[src/core/top_irq_pkg.sv]
// Package: register map, field layout and counts of the top interrupt and watchdog block
package top_irq_pkg;
  // ==========================================================
  // Register offsets (demultiplexed addressing)
  localparam logic [7:0] WATCHDOG_CONTROL_OFS = 8'h40;
  localparam logic [7:0] TOP_INTERRUPT_STATUS_OFS = 8'h41;
  localparam logic [7:0] TOP_INTERRUPT_MASK_OFS = 8'h41;
  // ==========================================================
  // Reset values
  localparam logic [7:0] WATCHDOG_CONTROL_RST = 8'h1f;
  localparam logic [7:0] TOP_INTERRUPT_STATUS_RST = 8'h00;
  localparam logic [7:0] TOP_INTERRUPT_MASK_RST = 8'h00;
  // ==========================================================
  // Status and mask field positions
  localparam int WD_BIT = 7;
  localparam int ARB_BIT = 6;
  localparam int SWU_BIT = 5;
  localparam int HBX_BIT = 4;
  localparam int HB_BIT = 3;
  localparam int HAX_BIT = 2;
  localparam int HA_BIT = 1;
  // Watchdog control fields
  localparam int SVC_FIRST_BIT = 7;
  localparam int SVC_SECOND_BIT = 6;
  localparam int START_BIT = 5;
  localparam logic [7:0] WDC_FIXED_ONES = 8'h1f;
  // ==========================================================
  // Timing counts
  localparam int WD_PERIOD_FRAMES = 1024;
  localparam int SERVICE_GAP_CLOCKS = 2;
  localparam int MASK_GAP_CYCLES = 1;
  localparam int RESET_PULSE_CYCLES = 4;

  // Sub-unit interrupt requests travel together
  typedef struct packed {
    logic switchUnit;
    logic hdlcBExt;
    logic hdlcB;
    logic hdlcAExt;
    logic hdlcA;
  } subunit_irq_type;

  // Service sequence position
  typedef enum logic [2:0] {
    WD_IDLE = 3'b001,
    WD_ARMED = 3'b010,
    WD_HALF = 3'b100
  } wd_state_type;
endpackage

[src/core/top_interrupt_and_watchdog.sv]
// Top-level interrupt summary, mask and software watchdog
// Function
// - Status bit7 watchdog, bits6..1 arbiter..hdlc A, bit0 reads zero.
// - Watchdog expiry pulses reset output and sets watchdog flag.
// - Arbiter suspend timeout while awaiting frame sets arbiter flag.
// - Status read clears watchdog and arbiter; others clear at sub-unit reads.
// - Mask bit per flag position, one disables, reset all enabled.
// - Masked arbiter event hidden, held, shown after unmasking.
// - Watchdog unmaskable; mask bit7 writes zero; reads at mask offset return status.
// - Masked sub-unit flags still read but do not drive interrupt.
// - Mask write while interrupt pending briefly drops interrupt output.
// - Start bit starts watchdog; only resets stop it.
// - Only correctly ordered service pair or an expiry restarts watchdog period.
`timescale 1ns/1ps
`default_nettype none
module top_interrupt_and_watchdog
  import top_irq_pkg::*;
(
  // Clock and reset (clock is the PCM clock domain)
  input wire logic clk_sys,
  input wire logic rst_b,
  // Register port
  input wire logic [7:0] regAddr,
  input wire logic regWr,
  input wire logic regRd,
  input wire logic [7:0] regWdata,
  output logic [7:0] regRdata,
  // Events
  input wire logic frameSync,
  input wire logic arbiterTimeout,
  input wire subunit_irq_type subunitIrq,
  // Outputs
  output logic interruptOut,
  output logic resetOutputPin
);
  // ==========================================================
  // Address decode
  wire wdcSel = (regAddr == WATCHDOG_CONTROL_OFS);
  wire topSel = (regAddr == TOP_INTERRUPT_STATUS_OFS);
  wire wdcWr = regWr & wdcSel;
  wire maskWr = regWr & (regAddr == TOP_INTERRUPT_MASK_OFS);
  wire statusRd = regRd & topSel;

  logic wdFlag_r;
  logic arbPend_r;
  logic [7:0] mask_r;
  logic wdRun_r;
  logic [1:0] svc_r;
  wd_state_type wdState_r;
  wd_state_type wdState_nxt;
  logic [9:0] frameCnt_r;
  logic [2:0] rstCnt_r;
  logic gap_r;
  logic [7:0] regRdata_r;

  // ==========================================================
  // Watchdog service sequence: first 1/0, then 0/1
  wire svcFirst = wdcWr & regWdata[SVC_FIRST_BIT] & ~regWdata[SVC_SECOND_BIT];
  wire svcSecond = wdcWr & ~regWdata[SVC_FIRST_BIT] & regWdata[SVC_SECOND_BIT];
  wire svcDone = (wdState_r == WD_HALF) & svcSecond;
  wire wdExpire = wdRun_r & frameSync & (frameCnt_r == 10'(WD_PERIOD_FRAMES - 1)) & ~svcDone;

  // Next sequence position; a wrong-order write drops back to armed
  always_comb begin
    wdState_nxt = wdState_r;
    unique case (wdState_r)
      WD_IDLE: if (wdcWr & regWdata[START_BIT]) wdState_nxt = WD_ARMED;
      WD_ARMED: if (svcFirst) wdState_nxt = WD_HALF;
      WD_HALF: if (svcDone | (wdcWr & ~svcFirst)) wdState_nxt = WD_ARMED;
      default: wdState_nxt = WD_IDLE;
    endcase
  end

  // Watchdog state and frame counter; only rst_b stops it
  always_ff @(posedge clk_sys) begin
    if (!rst_b) begin
      wdState_r <= WD_IDLE;
      wdRun_r <= 1'b0;
      frameCnt_r <= 10'h000;
    end else begin
      wdState_r <= wdState_nxt;
      if (wdcWr & regWdata[START_BIT]) wdRun_r <= 1'b1;
      if (svcDone | wdExpire) frameCnt_r <= 10'h000;
      else if (wdRun_r & frameSync) frameCnt_r <= frameCnt_r + 10'h001;
    end
  end

  // Readback copy of service bits
  always_ff @(posedge clk_sys) begin
    if (!rst_b) svc_r <= 2'b00;
    else if (wdcWr) svc_r <= {regWdata[SVC_FIRST_BIT], regWdata[SVC_SECOND_BIT]};
  end

  // Reset output pulse stretcher
  always_ff @(posedge clk_sys) begin
    if (!rst_b) rstCnt_r <= 3'h0;
    else if (wdExpire) rstCnt_r <= 3'(RESET_PULSE_CYCLES);
    else if (rstCnt_r != 3'h0) rstCnt_r <= rstCnt_r - 3'h1;
  end
  assign resetOutputPin = (rstCnt_r != 3'h0);

  // ==========================================================
  // Sticky flags: set wins over a clearing status read
  always_ff @(posedge clk_sys) begin
    if (!rst_b) begin
      wdFlag_r <= 1'b0;
      arbPend_r <= 1'b0;
    end else begin
      if (wdExpire) wdFlag_r <= 1'b1;
      else if (statusRd) wdFlag_r <= 1'b0;
      if (arbiterTimeout) arbPend_r <= 1'b1;
      else if (statusRd & ~mask_r[ARB_BIT]) arbPend_r <= 1'b0;
    end
  end

  // Mask register; bits 7 and 0 have no storage
  always_ff @(posedge clk_sys) begin
    if (!rst_b) mask_r <= TOP_INTERRUPT_MASK_RST;
    else if (maskWr) mask_r <= regWdata & 8'h7e;
  end

  // Status view; sub-unit flags are live and clear at their own registers
  wire [7:0] statusView = {wdFlag_r, arbPend_r & ~mask_r[ARB_BIT], subunitIrq, 1'b0};
  wire [7:0] enabledView = {wdFlag_r, arbPend_r, subunitIrq, 1'b0} & ~mask_r;
  wire anyPend = |enabledView;

  // Drop interrupt in the mask write cycle and the one after so an edge reappears
  always_ff @(posedge clk_sys) begin
    if (!rst_b) gap_r <= 1'b0;
    else gap_r <= maskWr & anyPend;
  end
  assign interruptOut = anyPend & ~gap_r & ~(maskWr & anyPend);

  // Read data register
  wire [7:0] wdcView = {svc_r, wdRun_r, WDC_FIXED_ONES[4:0]};
  always_ff @(posedge clk_sys) begin
    if (!rst_b) regRdata_r <= 8'h00;
    else if (regRd) regRdata_r <= wdcSel ? wdcView : (topSel ? statusView : 8'h00);
  end
  assign regRdata = regRdata_r;

  // ==========================================================
  // Checks
  property p_wd_flag;
    @(posedge clk_sys) disable iff (!rst_b) wdExpire |=> wdFlag_r && resetOutputPin;
  endproperty
  a_wd_flag: assert property (p_wd_flag) else $error("watchdog expiry lost");
  property p_bit0;
    @(posedge clk_sys) disable iff (!rst_b) regRd && topSel |=> regRdata[0] == 1'b0;
  endproperty
  a_bit0: assert property (p_bit0) else $error("status bit0 not zero");
  property p_clear;
    @(posedge clk_sys) disable iff (!rst_b) statusRd && !wdExpire |=> !wdFlag_r;
  endproperty
  a_clear: assert property (p_clear) else $error("watchdog flag not cleared");
  property p_arb_set;
    @(posedge clk_sys) disable iff (!rst_b) arbiterTimeout |=> arbPend_r;
  endproperty
  a_arb_set: assert property (p_arb_set) else $error("arbiter event lost");
  property p_mask7;
    @(posedge clk_sys) disable iff (!rst_b) maskWr |=> !mask_r[7] && !mask_r[0];
  endproperty
  a_mask7: assert property (p_mask7) else $error("mask bit7 stored");
  property p_masked_arb;
    @(posedge clk_sys) disable iff (!rst_b) mask_r[ARB_BIT] && statusRd |=> arbPend_r == $past(arbPend_r) || arbPend_r;
  endproperty
  a_masked_arb: assert property (p_masked_arb) else $error("masked arbiter lost");
  property p_gap;
    @(posedge clk_sys) disable iff (!rst_b) maskWr && anyPend |-> !interruptOut ##1 !interruptOut;
  endproperty
  a_gap: assert property (p_gap) else $error("no mask write gap");
  property p_level;
    @(posedge clk_sys) disable iff (!rst_b) !anyPend |-> !interruptOut;
  endproperty
  a_level: assert property (p_level) else $error("interrupt without source");
  property p_run;
    @(posedge clk_sys) disable iff (!rst_b) wdRun_r |=> wdRun_r;
  endproperty
  a_run: assert property (p_run) else $error("watchdog stopped");
  property p_svc;
    @(posedge clk_sys) disable iff (!rst_b) svcDone |=> frameCnt_r == 10'h000;
  endproperty
  a_svc: assert property (p_svc) else $error("service not counted");
  // ==========================================================
  // Checks on reset state, masking and service order
  // Reset must leave every source enabled and the watchdog stopped
  property p_mask_reset;
    @(posedge clk_sys) $rose(rst_b) |-> mask_r == TOP_INTERRUPT_MASK_RST && !wdRun_r;
  endproperty
  a_mask_reset: assert property (p_mask_reset) else $error("reset left a source masked");
  property p_arb_clear;
    @(posedge clk_sys) disable iff (!rst_b) statusRd && !mask_r[ARB_BIT] && !arbiterTimeout |=> !arbPend_r;
  endproperty
  a_arb_clear: assert property (p_arb_clear) else $error("arbiter flag survived a read");
  property p_arb_hidden;
    @(posedge clk_sys) disable iff (!rst_b) statusRd && mask_r[ARB_BIT] |=> !regRdata[ARB_BIT];
  endproperty
  a_arb_hidden: assert property (p_arb_hidden) else $error("masked arbiter flag shown");
  // Masked sub-unit levels alone must never raise the line
  property p_sub_masked;
    @(posedge clk_sys) disable iff (!rst_b)
      (subunitIrq & ~mask_r[SWU_BIT:HA_BIT]) == 5'h00 && !wdFlag_r && (!arbPend_r || mask_r[ARB_BIT])
      |-> !interruptOut;
  endproperty
  a_sub_masked: assert property (p_sub_masked) else $error("masked source drove interrupt");
  property p_wd_unmasked;
    @(posedge clk_sys) disable iff (!rst_b) wdFlag_r && !maskWr && !gap_r |-> interruptOut;
  endproperty
  a_wd_unmasked: assert property (p_wd_unmasked) else $error("watchdog interrupt masked");
  // Pulse length is fixed so the far side sees one clean reset
  property p_rst_pulse;
    @(posedge clk_sys) disable iff (!rst_b) wdExpire |=> resetOutputPin [*4] ##1 !resetOutputPin;
  endproperty
  a_rst_pulse: assert property (p_rst_pulse) else $error("reset output pulse width");
  property p_wrong_order;
    @(posedge clk_sys) disable iff (!rst_b) wdState_r == WD_ARMED && svcSecond |=> wdState_r == WD_ARMED;
  endproperty
  a_wrong_order: assert property (p_wrong_order) else $error("second service write taken first");
  // Without a half-done pair the last frame of the period must expire
  property p_unserved;
    @(posedge clk_sys) disable iff (!rst_b)
      wdRun_r && wdState_r != WD_HALF && frameSync && frameCnt_r == 10'(WD_PERIOD_FRAMES - 1) |=> wdFlag_r;
  endproperty
  a_unserved: assert property (p_unserved) else $error("unserved watchdog did not expire");
  c_expire: cover property (@(posedge clk_sys) disable iff (!rst_b) wdExpire);
  c_service: cover property (@(posedge clk_sys) disable iff (!rst_b) svcDone);
  c_gap: cover property (@(posedge clk_sys) disable iff (!rst_b) maskWr && anyPend);
  c_masked_hold: cover property (@(posedge clk_sys) disable iff (!rst_b) mask_r[ARB_BIT] && arbPend_r);
  c_wrong_order: cover property (@(posedge clk_sys) disable iff (!rst_b) wdState_r == WD_ARMED && svcSecond);
endmodule // top_interrupt_and_watchdog
`default_nettype wire

[config.mk]
export PLATFORM = sky130hd
export DESIGN_NAME = top_interrupt_and_watchdog
export DESIGN_NICKNAME = d
export VERILOG_FILES = /design/src/core/top_irq_pkg.sv /design/src/core/top_interrupt_and_watchdog.sv
export SDC_FILE = /design/constraint.sdc
export NUM_CORES = 1
export LEC_CHECK = 0
export BUFFER_PORTS_ARGS = -buffer_cell sky130_fd_sc_hd__buf_2
export CAP_MARGIN = 20
export CORE_ASPECT_RATIO = 2
export CORE_MARGIN = 4
export CORE_UTILIZATION = 50
export CTS_CLUSTER_SIZE = 30
export DETAILED_ROUTE_END_ITERATION = 16
export PLACE_DENSITY = 0.73
export SETUP_SLACK_MARGIN = 0.5
export SLEW_MARGIN = 20
export SYNTH_ARGS = -nofsm -noshare
export SYNTH_HDL_FRONTEND = slang
export SYNTH_SLANG_ARGS = --single-unit
[constraint.sdc]
create_clock -name clk_sys -period 2.2 [get_ports clk_sys]
set_input_delay 0 -clock clk_sys [delete_from_list [all_inputs] [get_ports clk_sys]]
set_output_delay 0 -clock clk_sys [all_outputs]
set_load 0.03 [all_outputs]
; ---- Word-level counts from Yosys, hierarchy flattened
; Index checks and enable logic that the tools add are counted.
[word_totals]
register_bits = 36
in_bits = 27
output_inout_bits = 10
elab_cells = 72
[classes]
addsub = 2
eq_ne = 9
mux = 12
bitwise = 30
reduce_logical = 8
[ops]
columns = operator, count
row1 = bitwise AND 1 bit, 18
row2 = == test 8 x 7 -> 1 bit (second input constant), 2
row3 = two-way mux 8 bit, 2
row4 = two-way mux 3 bit, 5
row5 = adder 10 x 1 -> 10 bit (second input constant), 1
row6 = == test 10 bit (second input constant), 1
row7 = case mux 3 bit (3 select lines), 1
row8 = bitwise AND 8 bit, 1
row9 = NOT 1 bit, 8
row10 = NOT 7 -> 8 bit, 1
row11 = OR reduction 8 bit, 1
row12 = nonzero test 2 bit, 3
row13 = two-way mux 1 bit, 4
row14 = != test 2 bit (second input constant), 2
row15 = OR reduction 2 bit, 2
row16 = == test 3 x 1 -> 1 bit (second input constant), 1
row17 = == test 3 x 2 -> 1 bit (second input constant), 1
row18 = == test 3 bit (second input constant), 1
row19 = AND reduction 3 bit, 1
row20 = nonzero test 3 bit, 1
row21 = subtractor 3 x 1 -> 3 bit (second input constant), 1
row22 = != test 2 x 1 -> 1 bit (second input constant), 1
row23 = OR 1 bit, 2

; ---- Depth between registers and ports, before layout
[logic_depth]
ltp_word = 9
ltp_mapped = 6
ltp_nobuf = 6

; ---- Worst setup path before layout
; OpenSTA, ideal clock, no wires.
[synth_timing]
path_type = register -> register
from = reg frameCnt_r[0]
to = reg frameCnt_r[0]
setup_ns = 0.133
arrival_ns = 1.334
required_ns = 2.067
setup_slack_ns = 0.733
stages_incl_launch_ff = 7
n_path_buf = 1
synth_period_minus_slack_ns = 1.467
path_cell_list = dfxtp_1 -> ha_1 -> and4_1 -> clkbuf_1 -> nand2_1 -> o211ai_1 -> nor2_1
[synth_via]
elab_chain_len = 5
word_cells_on_any_way = 6
classes_between = add/sub (1) / eq/ne (1) / bitwise (3) / reduce/logical (1)
[synth_rtl]
columns = item, line_no
row1 = "start, declared", top_interrupt_and_watchdog.sv:51  ; logic [9:0] frameCnt_r;
row2 = "start signal, assigned", top_interrupt_and_watchdog.sv:84  ; else if (wdRun_r & frameSync) frameCnt_r <= frameCnt_r + 10'h001;
row3 = == test 10 bit, top_interrupt_and_watchdog.sv:61  ; wire wdExpire = wdRun_r & frameSync & (frameCnt_r == 10'(WD_PERIOD_FRAMES - 1)) & ~svcDone;
row4 = bitwise AND 1 bit (2 in a row), top_interrupt_and_watchdog.sv:61
row5 = OR 1 bit, top_interrupt_and_watchdog.sv:83  ; if (svcDone | wdExpire) frameCnt_r <= 10'h000;
row6 = OR reduction 2 bit (no source line), --
; Several ways; a longest one is shown, not always the timed one.
; A chain may end at the register's enable or synchronous reset.

; ---- Worst setup path in the final report
[layout_timing]
from = in regAddr[5]
to = reg arbPend_r
[layout_via]
elab_chain_len = 4
[layout_rtl]
columns = item, line_no
row1 = "start, declared", top_interrupt_and_watchdog.sv:23  ; input wire logic [7:0] regAddr,
row2 = == test 8 x 7 -> 1 bit, top_interrupt_and_watchdog.sv:39  ; wire topSel = (regAddr == TOP_INTERRUPT_STATUS_OFS);
row3 = bitwise AND 1 bit, top_interrupt_and_watchdog.sv:42  ; wire statusRd = regRd & topSel;
row4 = bitwise AND 1 bit, top_interrupt_and_watchdog.sv:112  ; else if (statusRd & ~mask_r[ARB_BIT]) arbPend_r <= 1'b0;
row5 = nonzero test 2 bit (no source line), --
row6 = "end signal, assigned", top_interrupt_and_watchdog.sv:107  ; arbPend_r <= 1'b0;
row7 = "end signal, assigned", top_interrupt_and_watchdog.sv:111  ; if (arbiterTimeout) arbPend_r <= 1'b1;
row8 = "end signal, assigned", top_interrupt_and_watchdog.sv:112
row9 = "end, declared", top_interrupt_and_watchdog.sv:45  ; logic arbPend_r;
; Every way passes these cells.

==> metrics.txt <==
Clock Tree Root clkbuf_8; Hold Fails Final Rpt 0; HP Class in -> reg; Final Critical Period 1600 ps; Rel. slew slack 0.539; Avg Cell Area, Syn 9.09 µm²; Worst Setup EP arbPend_r$_SDFFE_PN0P_; status finished clean; peak supply drop 0.658 mV; Reg area 721 µm²; Startpoint Class input pin; gr usage total 0.191; number of synthesized register bits 36; Synth top area share 0.426; post-synth net total 217; total die area 4430 µm²; PD cells 661 nW/µm²; Critical Path AT 1770 ps; pin count of the biggest net entering global routing 24; Initial Util 0.523; Vias 1,471; vias per cell 5.45; RSZ-0062 raised after global routing false; critical path endpoint category flop; clk buf depth 2; clock skew 7.90 ps; R2R Setup Slk 760 ps; Synth async-reset ratio 0; CP Class in -> reg; synthesized instance count 186; Fmax 626 MHz; count leader, synth dfxtp_1; routed len/inst 13.7 µm; Seq/Total Area, Yosys 0.426; CP required 2370 ps; dominant cell type by area after synthesis dfxtp_1; number of global-route vias before repair 1,560; row cnt 29; Tcrit/Tclk final 0.727; core area 3230 µm²; DR iter-0 viols 19; gr ovfl total 0; CTS resizes 0; Synth area leaders dfxtp_1 43%, mux2i_1 5.3%, xor2_1 4.7%, nor2_1 4.2%, a21oi_1 3.3%; first drt pass iteration count 4; Core Util, Final 0.656; Multi-input gate area 898 µm²; Mapped Area 1690 µm²; Filler Cell Count 277; Clock Latency Late Sink 290 ps; DRC 0; H-tree Lvls 2; R2R depth 6; fin. max-slew vios 0; max cap viols 0; CTS tree done; final wirelength 3700 µm; Finish-stage setup viols 0; share of cells above drive strength 1 0.213; hpwl dp 2650 µm; GP Congestion 0.731; first-pass GRT wire length 6620 µm; Main synth FF type dfxtp_1; clk slew on worst S/H paths 70 ps; die width 49.1 µm; worst reg2reg endpoint frameCnt_r[3]$_SDFFE_PP0P_; synthesis warning total 0; total clock sinks 36; IO buf count 35; initial antenna violation count 0; height of the die 90.2 µm; fin nets 269; setup tns final 0 ps; EDFF count, synth 0; Synth cell types 37; Leak 0.946 nW; IO Pins 37; Worst-Margin Slew 691 ps; crit path max fanout 10; ANT nets after route 0; cts bufs inserted 5; Layout Area Growth over Synthesis 25.3%; Synth top cells by count 36 x dfxtp_1, 19 x nor2_1, 12 x inv_1, 12 x nand2_1, 11 x a21oi_1; RR Startpoint frameCnt_r[0]$_SDFFE_PP0P_; crit path launch regAddr[5]; number of diodes 0
logic make-up after synthesis:
group,after synthesis,synth area share
compound gates,29,0.107
simple gates,80,0.283
fa+ha+maj,4,0.0296
mux,10,0.0600
flops,36,0.426
xor+xnor,10,0.0518
buf+inv,17,0.0422
routing by layer:
layer	global-route usage	share of wire	vias up
met1	0.182	0.36	673
met2	0.357	0.57	31
met4	0.105	0.026	0
met3	0.0447	0.041	9
met5	0	0	-
li1	-	-	758
stage by stage:
stage | cells | worst slack [ps] | hold WS, ps | total power [mW] | area [µm²]
floorplan | 186 | 733 | 138 | 0.844 | 1690
global placement | 247 | 585 | 230 | 0.907 | 1880
detailed placement | 247 | 534 | 246 | 0.916 | 1880
CTS | 269 | 513 | 4.02 | 1.42 | 2110
global route | 270 | 507 | 38.1 | 1.47 | 2120
finish | 270 | 601 | 11.4 | 1.40 | 2120
registers in the layout, indices dropped and copies added, names as in the netlist:
name	cells
frameCnt_r	10
regRdata	8
mask_r	6
rstCnt_r	3
wdState_r	3
svc_r	2
arbPend_r	1
gap_r	1
wdFlag_r	1
wdRun_r	1
cells in the final DEF, fill, tap and decap left out, types with 2 or more instances in the layout:
master	count
dlygate4sd3_1	14
and4_1	3
clkinv_2	2
nor3b_1	3
xor2_1	9
a221oi_1	2
nor2_1	19
inv_1	12
clkbuf_8	6
ha_1	4
and3_1	4
nand3_1	6
dfxtp_1	36
nand4_1	7
and3b_1	2
nor3_1	2
nand2_1	12
buf_2	35
o21ai_0	4
nor2b_1	6
o211ai_1	2
a31oi_1	6
a21oi_1	11
mux2i_1	9
nand2b_1	8
report_power, final:
| group | switching [mW] | total [mW] | leakage, nW | internal [mW] |
|---|---|---|---|---|
| logic | 0.126 | 0.237 | 0.604 | 0.111 |
| registers | 0.0116 | 0.682 | 0.291 | 0.671 |
| clock network | 0.231 | 0.480 | 0.0510 | 0.250 |
| total | 0.368 | 1.40 | 0.946 | 1.03 |
layout make-up:
class                      count  area share
tap                           31      0.0183
clock buffer                   6      0.0390
multi-input combinational    133       0.424
timing repair buffer          50       0.152
inverter                      12      0.0213
sequential                    36       0.340
clock inverter                 2     0.00473
worst max-delay path: stages:
cell	delay, ps
buf_2	120
nor4b_4	560
and4_2	420
a21oi_1	100
dlygate4sd3_1	570
worst min path at each step:
stage	from	end	slack [ps]	cells after the start
2_1_floorplan	rst_b	arbPend_r$_SDFFE_PN0P_	140	2
3_3_place_gp	regWdata[2]	mask_r[2]$_SDFFE_PN0P_	230	3
3_5_place_dp	regWdata[3]	mask_r[3]$_SDFFE_PN0P_	250	3
4_1_cts	frameSync	frameCnt_r[1]$_SDFFE_PP0P_	4	3
5_1_grt	rst_b	rstCnt_r[1]$_SDFFE_PP0P_	40	2
6_report	rst_b	rstCnt_r[0]$_SDFFE_PP0P_	10	2
what timing repair did:
action                                 CTS  global route
buffers inserted                         0             1
setup endpoints to repair                0             7
hold buffers                            14             0
endpoints found under the hold margin   14             0
No activity file was read; power rests on OpenSTA's default activity.
